$ cat src/hdl/pll_clk_map.svh
// Register offsets, field positions, reset values and timing counts of the clock block
`ifndef PLL_CLK_MAP_SVH
`define PLL_CLK_MAP_SVH
`define CTRL_IDX 8'hd7
`define STAT_IDX 8'hd8
`define MASK_IDX 8'hd9
`define CTRL_ADDR 12'h35c
`define STAT_ADDR 12'h360
`define MASK_ADDR 12'h364
`define CTRL_RESET 8'h53
`define CTRL_WMASK 8'hbf
`define CTRL_DIRECT_MASK 8'h07
`define HALT_BIT 7
`define LOCK_BIT 6
`define DIV_LSB 0
`define DIV_MSB 2
`define DIV_RESET 3'h3
`define STAT_GAIN_BIT 0
`define STAT_LOSS_BIT 1
`define LOOP_MULT 13'h0200
`define PCLK_HZ 25000000
`define XTAL_HZ 32768
`define REF_PERIOD_CYC (`PCLK_HZ / `XTAL_HZ)
`define LOCK_TOL_CYC 16
`define REF_TIMEOUT_CYC (2 * `REF_PERIOD_CYC)
`endif

$ cat src/hdl/pll_clk_pkg.sv
// Types shared by the clock block
package pll_clk_pkg;
  typedef enum logic [0:0] {
    LOOP_RAILED = 1'b0,
    LOOP_TRACKING = 1'b1
  } loop_state_type;
endpackage

$ cat src/hdl/core_clock_divider.sv
// Binary divider of the loop output, changing ratio only at a period boundary
`timescale 1ns/1ns
`default_nettype none
`include "pll_clk_map.svh"
module core_clock_divider (
  input wire logic pclk, // System clock
  input wire logic presetn, // Async reset, active low
  input wire logic loop_tick, // One pulse per loop output period
  input wire logic [2:0] divide_sel, // Requested power-of-two exponent
  output logic core_tick, // Core clock enable pulse
  output logic core_phase, // Core clock level, toggles per core tick
  output logic [2:0] divide_applied // Exponent now in force
);
  logic [6:0] cnt_r;
  logic core_tick_r;
  logic core_phase_r;
  logic [2:0] cd_act_r;
  wire [6:0] last_count = (7'h01 << cd_act_r) - 7'h01;
  wire at_last = (cnt_r == last_count);

  // Ratio swaps only on the last loop tick of a period, so no runt core pulse
  always_ff @(posedge pclk or negedge presetn) begin
    if (!presetn) begin
      cnt_r <= 7'h00;
      cd_act_r <= `DIV_RESET;
      core_tick_r <= 1'b0;
      core_phase_r <= 1'b0;
    end else begin
      core_tick_r <= loop_tick & at_last;
      if (loop_tick) begin
        if (at_last) begin
          cnt_r <= 7'h00;
          cd_act_r <= divide_sel;
          core_phase_r <= ~core_phase_r;
        end else begin
          cnt_r <= cnt_r + 7'h01;
        end
      end
    end
  end

  assign core_tick = core_tick_r;
  assign core_phase = core_phase_r;
  assign divide_applied = cd_act_r;
endmodule
`default_nettype wire

$ cat src/hdl/pll_core_clock_divider.sv
// Loop multiplier model, core clock divider control and APB registers
// Function
// Loop output runs at 512 times the watch-crystal reference frequency.
// Core clock is loop output or a binary submultiple chosen by divider field.
// After reset the core clock is loop output divided by 8.
// Modulator clock runs at crystal rate, aligned with the loop output.
// Direct-crystal variant: core speed is crystal divided by two to the field.
// Direct-crystal variant: software writes zero to all non-divider bits.
// Low-voltage parts: software never programs divider value zero.
// Read-only lock flag set while loop tracks crystal, clear otherwise.
// Oscillator runs in power-down unless the halt bit is set.
// New divider setting takes effect only at a core clock boundary.
`timescale 1ns/1ns
`default_nettype none
`include "pll_clk_map.svh"
module pll_core_clock_divider
  import pll_clk_pkg::*;
#(
  parameter bit DIRECT_XTAL = 1'b0, // Variant clocked straight from a crystal
  parameter int REF_PERIOD = `REF_PERIOD_CYC, // Nominal pclk cycles per reference
  parameter int LOCK_TOL = `LOCK_TOL_CYC, // Accepted deviation of a period
  parameter int REF_TIMEOUT = `REF_TIMEOUT_CYC // Reference silence before lock loss
) (
  input wire logic pclk, // Bus and system clock
  input wire logic presetn, // Async reset, active low
  input wire logic psel, // APB select
  input wire logic penable, // APB enable
  input wire logic pwrite, // APB direction
  input wire logic [11:0] paddr, // APB byte address
  input wire logic [31:0] pwdata, // APB write data
  output logic [31:0] prdata, // APB read data
  output logic pready, // APB ready
  output logic pslverr, // APB error on unmapped address
  input wire logic xtal_ref, // Crystal reference level
  input wire logic powerdown, // Chip in power-down
  output logic loop_tick, // Loop output pulse
  output logic core_tick, // Core clock enable pulse
  output logic core_phase, // Core clock level
  output logic modulator_tick, // Converter modulator clock pulse
  output logic osc_running, // Crystal oscillator enable
  output logic irq // Level interrupt
);
  logic [7:0] ctrl_r;
  logic [1:0] stat_r;
  logic [1:0] mask_r;
  logic [31:0] prdata_r;
  logic ref_d_r;
  logic seen_r;
  logic [11:0] period_cnt_r;
  logic [11:0] period_r;
  logic [12:0] acc_r;
  logic loop_tick_r;
  logic [8:0] mult_cnt_r;
  logic mod_tick_r;
  logic osc_run_r;
  logic first_r;
  loop_state_type loop_state_r;
  loop_state_type loop_state_nxt;
  logic [2:0] divide_applied;

  function automatic logic [1:0] decode_addr(input logic [11:0] a);
    logic [1:0] d;
    d = 2'd3;
    if (a == `CTRL_ADDR) d = 2'd0;
    if (a == `STAT_ADDR) d = 2'd1;
    if (a == `MASK_ADDR) d = 2'd2;
    return d;
  endfunction

  wire [1:0] sel = decode_addr(paddr);
  wire hit = (sel != 2'd3);
  wire setup = psel & ~penable;
  wire access = psel & penable;
  wire wr = access & pwrite & hit;
  wire wr_ctrl = wr & (sel == 2'd0);
  wire wr_stat = wr & (sel == 2'd1);
  wire wr_mask = wr & (sel == 2'd2);
  wire locked = (loop_state_r == LOOP_TRACKING) & ~DIRECT_XTAL;

  // Direct variant keeps only the divider; other bits are not stored
  wire [7:0] ctrl_wmask = DIRECT_XTAL ? `CTRL_DIRECT_MASK : `CTRL_WMASK;
  wire [7:0] ctrl_rd = (ctrl_r & ctrl_wmask) | {1'b0, locked, 6'h00};
  wire [7:0] ctrl_nxt = (ctrl_r & ~ctrl_wmask) | (pwdata[7:0] & ctrl_wmask);
  wire [2:0] divide_sel = ctrl_r[`DIV_MSB:`DIV_LSB];
  wire halt_in_pd = ctrl_r[`HALT_BIT] & ~DIRECT_XTAL;

  wire [31:0] rd_mux = (sel == 2'd0) ? {24'h000000, ctrl_rd} :
                       (sel == 2'd1) ? {30'h0, stat_r} :
                       (sel == 2'd2) ? {30'h0, mask_r} : 32'h00000000;

  always_ff @(posedge pclk or negedge presetn) begin
    if (!presetn) begin
      ctrl_r <= `CTRL_RESET;
      mask_r <= 2'h0;
      prdata_r <= 32'h00000000;
      first_r <= 1'b0;
    end else begin
      first_r <= 1'b1;
      if (wr_ctrl) ctrl_r <= ctrl_nxt;
      if (wr_mask) mask_r <= pwdata[1:0];
      if (setup) prdata_r <= rd_mux;
    end
  end

  assign prdata = prdata_r;
  assign pready = 1'b1;
  assign pslverr = access & ~hit;

  // Reference period measurement and lock tracking
  wire ref_edge = xtal_ref & ~ref_d_r;
  // First edge only starts the count; time since reset is not a period
  wire judge = ref_edge & seen_r;
  wire [11:0] lo_lim = 12'(REF_PERIOD - LOCK_TOL);
  wire [11:0] hi_lim = 12'(REF_PERIOD + LOCK_TOL);
  wire in_window = (period_cnt_r >= lo_lim) && (period_cnt_r <= hi_lim);
  wire timed_out = (period_cnt_r == 12'(REF_TIMEOUT));

  always_comb begin
    loop_state_nxt = loop_state_r;
    case (loop_state_r)
      LOOP_TRACKING: begin
        if (timed_out || (judge && !in_window)) loop_state_nxt = LOOP_RAILED;
      end
      LOOP_RAILED: begin
        if (judge && in_window) loop_state_nxt = LOOP_TRACKING;
      end
      default: loop_state_nxt = LOOP_RAILED;
    endcase
  end

  wire gained = (loop_state_r == LOOP_RAILED) & (loop_state_nxt == LOOP_TRACKING);
  wire lost = (loop_state_r == LOOP_TRACKING) & (loop_state_nxt == LOOP_RAILED);
  wire [1:0] events = DIRECT_XTAL ? 2'b00 : {lost, gained};

  always_ff @(posedge pclk or negedge presetn) begin
    if (!presetn) begin
      // High at reset, so a reference already high at release is no edge
      ref_d_r <= 1'b1;
      seen_r <= 1'b0;
      period_cnt_r <= 12'h000;
      period_r <= 12'(REF_PERIOD);
      loop_state_r <= LOOP_TRACKING;
      stat_r <= 2'h0;
    end else begin
      ref_d_r <= xtal_ref;
      loop_state_r <= loop_state_nxt;
      if (ref_edge) begin
        seen_r <= 1'b1;
        period_cnt_r <= 12'h001;
        if (judge && in_window) period_r <= period_cnt_r;
      end else if (!timed_out) begin
        period_cnt_r <= period_cnt_r + 12'h001;
      end
      // Set wins over a write-one clear in the same cycle
      stat_r <= (stat_r & ~(wr_stat ? pwdata[1:0] : 2'h0)) | events;
    end
  end

  assign irq = |(stat_r & mask_r);

  // Loop output: 512 ticks per measured reference period; holds the last accepted period when lost
  wire [12:0] acc_sum = acc_r + `LOOP_MULT;
  wire acc_tick = (acc_sum >= {1'b0, period_r});
  wire loop_pulse = DIRECT_XTAL ? ref_edge : acc_tick;
  wire mult_wrap = (mult_cnt_r == 9'h1ff);

  always_ff @(posedge pclk or negedge presetn) begin
    if (!presetn) begin
      acc_r <= 13'h0000;
      loop_tick_r <= 1'b0;
      mult_cnt_r <= 9'h000;
      mod_tick_r <= 1'b0;
      osc_run_r <= 1'b1;
    end else begin
      acc_r <= acc_tick ? (acc_sum - {1'b0, period_r}) : acc_sum;
      loop_tick_r <= loop_pulse;
      if (loop_tick_r) mult_cnt_r <= mult_cnt_r + 9'h001;
      // Modulator ticks once per 512 loop ticks, or on every reference edge in the direct variant, so it stays in step with the loop output
      mod_tick_r <= DIRECT_XTAL ? ref_edge : (loop_tick_r & mult_wrap);
      osc_run_r <= ~(powerdown & halt_in_pd);
    end
  end

  assign loop_tick = loop_tick_r;
  assign modulator_tick = mod_tick_r;
  assign osc_running = osc_run_r;

  // Divider value zero is legal here; low-voltage parts rely on software
  core_clock_divider u_div (
    .pclk(pclk),
    .presetn(presetn),
    .loop_tick(loop_tick_r),
    .divide_sel(divide_sel),
    .core_tick(core_tick),
    .core_phase(core_phase),
    .divide_applied(divide_applied)
  );
endmodule
`default_nettype wire

$ cat config.mk
export PLATFORM = sky130hd
export DESIGN_NAME = pll_core_clock_divider
export DESIGN_NICKNAME = d
export VERILOG_FILES = /design/src/hdl/pll_clk_pkg.sv /design/src/hdl/core_clock_divider.sv /design/src/hdl/pll_core_clock_divider.sv
export VERILOG_INCLUDE_DIRS = /design/src /design/src/hdl
export SDC_FILE = /design/constraint.sdc
export NUM_CORES = 1
export LEC_CHECK = 0
export BUFFER_PORTS_ARGS = -buffer_cell sky130_fd_sc_hd__buf_4
export CAP_MARGIN = 20
export CORE_UTILIZATION = 55
export CTS_CLUSTER_DIAMETER = 80
export DETAILED_ROUTE_END_ITERATION = 10
export MAX_ROUTING_LAYER = met4
export PLACE_DENSITY = 0.79
export SYNTH_ARGS = -nofsm -noshare
export SYNTH_HDL_FRONTEND = slang
export SYNTH_HIERARCHICAL = 1
export SYNTH_SLANG_ARGS = --single-unit
$ cat constraint.sdc
create_clock -name pclk -period 3.4 [get_ports pclk]
set_input_delay 1.02 -clock pclk [delete_from_list [all_inputs] [get_ports pclk]]
set_output_delay 1.02 -clock pclk [all_outputs]
set_load 0.02 [all_outputs]
======== Word level (Yosys, flattened, before mapping) ========
Index checks and enable logic that the tools add are counted.
cells by class
  add/subtract/negate cells ............... 6
  multiply operators ...................... 0
  divide/modulo/power cells ............... 0
  order comparisons ....................... 3
  equality and inequality tests ........... 10
  shifts and indexed selects .............. 1
  multiplexer cells ....................... 14
  bitwise operators ....................... 28
  reductions and logical operators ........ 9
operator list
  kind                                                                     number
  12-bit by 10-bit == test with 1-bit output, second input constant        3
  12-bit 2-to-1 mux                                                        2
  1-bit bitwise AND                                                        15
  13-bit by 10-bit adder with 13-bit output, second input constant         1
  13-bit by 12-bit >= comparator with 1-bit output                         1
  13-bit 2-to-1 mux                                                        1
  13-bit by 12-bit subtractor with 13-bit output                           1
  12-bit by 1-bit adder with 12-bit output, second input constant          1
  12-bit by 11-bit == test with 1-bit output, second input constant        1
  12-bit by 10-bit >= comparator with 1-bit output, second input constant  1
  12-bit by 10-bit <= comparator with 1-bit output, second input constant  1
  2-bit 2-to-1 mux                                                         6
  9-bit by 1-bit adder with 9-bit output, second input constant            1
  9-bit == test, second input constant                                     1
  8-bit 2-to-1 mux                                                         1
  7-bit by 8-bit bitwise OR with 8-bit output                              1
  8-bit by 7-bit bitwise OR with 8-bit output                              1
  7-bit by 1-bit adder with 7-bit output, second input constant            1
  7-bit == test                                                            1
  7-bit 2-to-1 mux                                                         1
  1-bit inverter                                                           7
  1-bit by 3-bit left shift with 7-bit output, first input constant        1
  7-bit by 1-bit subtractor with 7-bit output, second input constant       1
  2-bit bitwise AND                                                        2
  other kinds (13)                                                         18
storage, ports and cells
  flip-flop bits (word level) ............. 108
  bits in latches ......................... 0
  RAM bits ................................ 0
  bits in read-only memories .............. 0
  memories ................................ 0

======== Logic depth before layout (Yosys ltp) ========
  word-level depth ........................ 11
  mapped depth ............................ 10
  mapped depth without buffers ............ 9

======== By module ========
The synthesis kept the hierarchy.
by module, submodules not included
  module                  instances  cells an instance  area an instance (um^2)  sequential area each (um^2)
  pll_core_clock_divider  1          383                3,881.2                  1,793.0
  core_clock_divider      1          70                 688.2                    302.8

======== Least setup slack after synthesis ========
OpenSTA, ideal clock, no wires.
  path type ............................... in2out
  from .................................... in paddr[1]
  to ...................................... out pslverr
  data arrival time ....................... 2,062 ps
  data required time ...................... 2,380 ps
  path slack .............................. 318 ps
  stages on the path ...................... 4
  buffers on the path ..................... 0
  path through ............................ nor4b_1 -> nand4_1 -> nor4b_1 -> nor3_1
between the ends
  longest elaborated chain between the ends .. 7
  elaborated cells between the ends (all ways) .. 9
RTL lines
  element                                                      line                           text
  from (decl)                                                  pll_core_clock_divider.sv:29   input wire logic [11:0] paddr,
  12-bit by 10-bit == test with 1-bit output (no source line)  -
  2-bit 2-to-1 mux                                             pll_core_clock_divider.sv:64   if (a == `CTRL_ADDR) d = 2'd0;
  2-bit 2-to-1 mux                                             pll_core_clock_divider.sv:65   if (a == `STAT_ADDR) d = 2'd1;
  2-bit 2-to-1 mux *                                           pll_core_clock_divider.sv:66   if (a == `MASK_ADDR) d = 2'd2;
  2-bit inequality test *                                      pll_core_clock_divider.sv:71   wire hit = (sel != 2'd3);
  1-bit inverter *                                             pll_core_clock_divider.sv:107  assign pslverr = access & ~hit;
  1-bit bitwise AND *                                          pll_core_clock_divider.sv:107
  to (decl)                                                    pll_core_clock_divider.sv:33   output logic pslverr,
Every way passes the cells marked *; elsewhere a longest branch is shown, timed or not.

======== Worst setup path after layout ========
Same ends and word-level chain as after synthesis.

==> results.py <==
metrics = {
    "run_status": {
        "outcome": "finished clean",
    },
    "layout": {
        "fill_cells": 619,
        "syn_to_final_growth_pct": 11.8,
        "instances_no_fill": 604,
        "multiInputGateArea_sq_um": 2250,
        "drive_gt1_frac": 0.229,
        "fin_util": 0.648,
        "final_cell_mix": "dfrtp_1 (68), buf_4 (46), nor2_1 (41), nand2_1 (39), conb_1 (25)",
        "seqCellArea_sq_um": 2100,
        "num_antenna_cells": 0,
        "final_common_cell": "dfrtp_1",
        "nets": 568,
        "fin_area_sq_um": 5110,
    },
    "power": {
        "swShare": 0.375,
        "p_int_mw": 2.11,
        "peakVddDrop_v": 0.000515,
        "power_frac_seq": 0.392,
        "p_sw_mw": 1.27,
        "combPwrFrac": 0.407,
        "power_frac_clock": 0.201,
        "p_leak_nw": 2.47,
        "pwr_density_cell_nw_per_um2": 660,
    },
    "logic_synthesis": {
        "synthSimpleGateAreaFrac": 0.190,
        "synth_compound_area_frac": 0.0909,
        "yosys_register_bits": 83,
        "ys_seq_area_frac": 0.459,
        "yosys_warnings": 6,
        "synth_flop_cell": "dfrtp_1",
        "synth_xor_area_frac": 0.0613,
        "synth_top_area_cell": "dfrtp_1",
        "async_reset_ff_frac": 1.00,
        "synth_top_area_share": 0.372,
        "netlist_instances": 453,
        "synth_top_family_by_area": "simple AND/OR/NAND/NOR gates",
        "synthMuxAreaShare": 0.0682,
        "synth-edff-count": 0,
        "synth_area_leaders": "dfrtp_1 (37%), dfstp_2 (8.6%), ha_1 (5.2%)",
        "synth_cell_types": 61,
        "synth_adder_area_share": 0.0564,
        "syn_area_sq_um": 4570,
        "syn_area_per_cell_sq_um": 10.1,
    },
    "worst_setup_path": {
        "cp_num_buf_inv": 2,
        "worstPathArrival_ps": 2190,
        "crit_type": "input port to output port",
        "crit_chain": "buf_4 > nor4b_2 > nand4_1 > nor4b_4 > nor3_1 > buf_4",
        "r2r_cells": 8,
        "crit_path_end_kind": "output port",
        "worstSetupPathDepth": 6,
        "cp_common_cell": "buf_4",
        "critPathTopFamily": "simple AND/OR/NAND/NOR gates",
        "cp_max_fo": 3,
        "max_stage_delay_ps": 330,
        "slowest_stage": "nor4b_4",
        "crit_required_ps": 2380,
        "critPathLaunchType": "input port",
    },
    "timing": {
        "hold_viol": 0,
        "finalSetupViolations": 0,
        "period_needed_ps": 3210,
        "fmax_mhz": 311,
        "rsz0062_at_grt": "false",
        "finalClockSkew_ps": 12.8,
        "drv_slew": 0,
        "tns_ps": 0,
        "setup_ws_ps": 186,
        "post-route-period-util": 0.945,
        "max-slew-margin-rel": 0.636,
        "worst_pin_slew_ps": 544,
    },
    "clock_tree": {
        "insertion_delay_ps": 360,
        "cts_tree": "yes",
        "cts_hold_buf": 0,
        "cts-root-buf": "clkbuf_8",
        "cts_max_path_buffers": 2,
        "clock_sinks": 83,
        "cts_resized": 0,
        "path_clk_slew_ps": 100,
        "cts_buffers": 9,
        "h-tree-depth": 3,
        "cts_setup_buffers": 0,
    },
    "flow_run": {
        "max_cap_viol_count": 0,
    },
    "global_route": {
        "antenna_found_initial": 0,
        "grt_pass1_wl_microns": 15000,
        "overflow": 0,
        "grt_use_total": 0.226,
        "grt_max_degree": 83,
        "first_global_vias": 3340,
    },
    "drt": {
        "via_per_inst": 5.54,
        "vias": 3345,
        "remaining_drc_errors": 0,
        "drtAntennaViolNets": 0,
        "postRouteWirelength_microns": 8600,
        "avgRoutedWirePerCell_microns": 14.2,
        "dr.pass1.iters": 5,
        "drtIter0Drc": 147,
    },
    "placement": {
        "portBuffers": 40,
        "place_area_sq_um": 4880,
        "dp.cells": 587,
        "gp_congestion": 0.866,
        "place_ws_ps": 49.6,
        "post-dp-hpwl_microns": 5840,
    },
    "floorplanning": {
        "die_x_microns": 93.2,
        "die_area_sq_um": 8680,
        "num_rows": 32,
        "die_h_microns": 93.2,
        "io_pins": 91,
        "core_area_sq_um": 7890,
        "start_util": 0.579,
    },
    "worst_hold_path": {
        "hold_class": "flip-flop to flip-flop",
        "hold_depth": 1,
    },
}
## flip-flops by register name (all words and copies together), names as in the netlist, 3 cells and up
register,count
prdata,8
period_cnt_r,12
u_div/divide_applied,3
mult_cnt_r,9
u_div/cnt_r,7
ctrl_r,7
acc_r,13
period_r,12
## cells in the mapped netlist (all sizes together), types with 3 or more instances
| library cell | instances |
|---|---|
| a22o | 3 |
| mux2i | 3 |
| buf | 30 |
| nor2b | 6 |
| a21oi | 15 |
| xor2 | 18 |
| or3 | 4 |
| xnor2 | 14 |
| nand3 | 23 |
| nand2b | 4 |
| dfstp | 15 |
| o21ai | 20 |
| ha | 19 |
| and2 | 6 |
| mux2 | 23 |
| nor2 | 41 |
| inv | 21 |
| nand4 | 12 |
| nand2 | 39 |
| or2 | 6 |
| nor4b | 4 |
| and3 | 5 |
| clkbuf | 7 |
| dfrtp | 68 |
| nor4 | 3 |
| nor3 | 10 |
## cell families (layout without fill, tap and decap cells)
family	Yosys count	after routing
and+or+nand+nor	170	170
DFF	83	83
AOI/OAI and AO/OA	62	62
buffers and inverters	58	84
xor gates and xnor gates	32	32
muxes	26	26
adders and majority gates	20	20
other	2	25
## power groups by stage
stage | sequential [mW] | clock [mW] | combinational [mW]
after floorplan | 1.31 | 0 | 1.12
after global placement | 1.32 | 0 | 1.30
after detailed placement | 1.33 | 0 | 1.35
after CTS | 1.32 | 0.685 | 1.37
after global routing | 1.35 | 0.737 | 1.52
final | 1.32 | 0.678 | 1.37
## worst reg2reg max path, delay by kind of cell, from the launching register on
family                     cells  cell delay, ps
adders and majority gates      2             710
DFF                            1             420
and+or+nand+nor                5            1250
muxes                          1             370
## layout make-up
class	count	area share
clock buffers	9	0.0242
clock inverters	7	0.0118
inverters	21	0.0154
multi-input cells	335	0.440
flip-flops and latches	83	0.410
well taps	102	0.0250
repair buffers	47	0.0730
## path summary, 6_finish.rpt
kind                                           endpoint             startpoint  slack [ps]
worst max-delay path                            pslverr               paddr[1]         190
worst min-delay path              osc_running$_DFF_PN1_  ctrl_r[7]$_DFFE_PN0P_         430
worst max register to register     acc_r[8]$_DFFE_PN0N_     acc_r[9]$_DFF_PN0_         540
worst min register to register    osc_running$_DFF_PN1_  ctrl_r[7]$_DFFE_PN0P_         430
max in group asynchronous       period_r[6]$_DFFE_PN1P_                presetn        2180
min in group asynchronous       period_r[2]$_DFFE_PN0P_                presetn         460
## through the flow
step / hold WS [ps] / total power, mW
after floorplan: 385 / 2.43
after global placement: 397 / 2.62
after detailed placement: 411 / 2.69
after CTS: 427 / 3.38
after global routing: 457 / 3.60
final: 426 / 3.37
## metal layers
layer  GRT usage  share of wire
met1       0.274           0.44
met3      0.0407          0.039
met5           -              0
met2       0.378           0.50
met4      0.0808          0.019
Note: power is estimated with default switching activity, not from simulation.
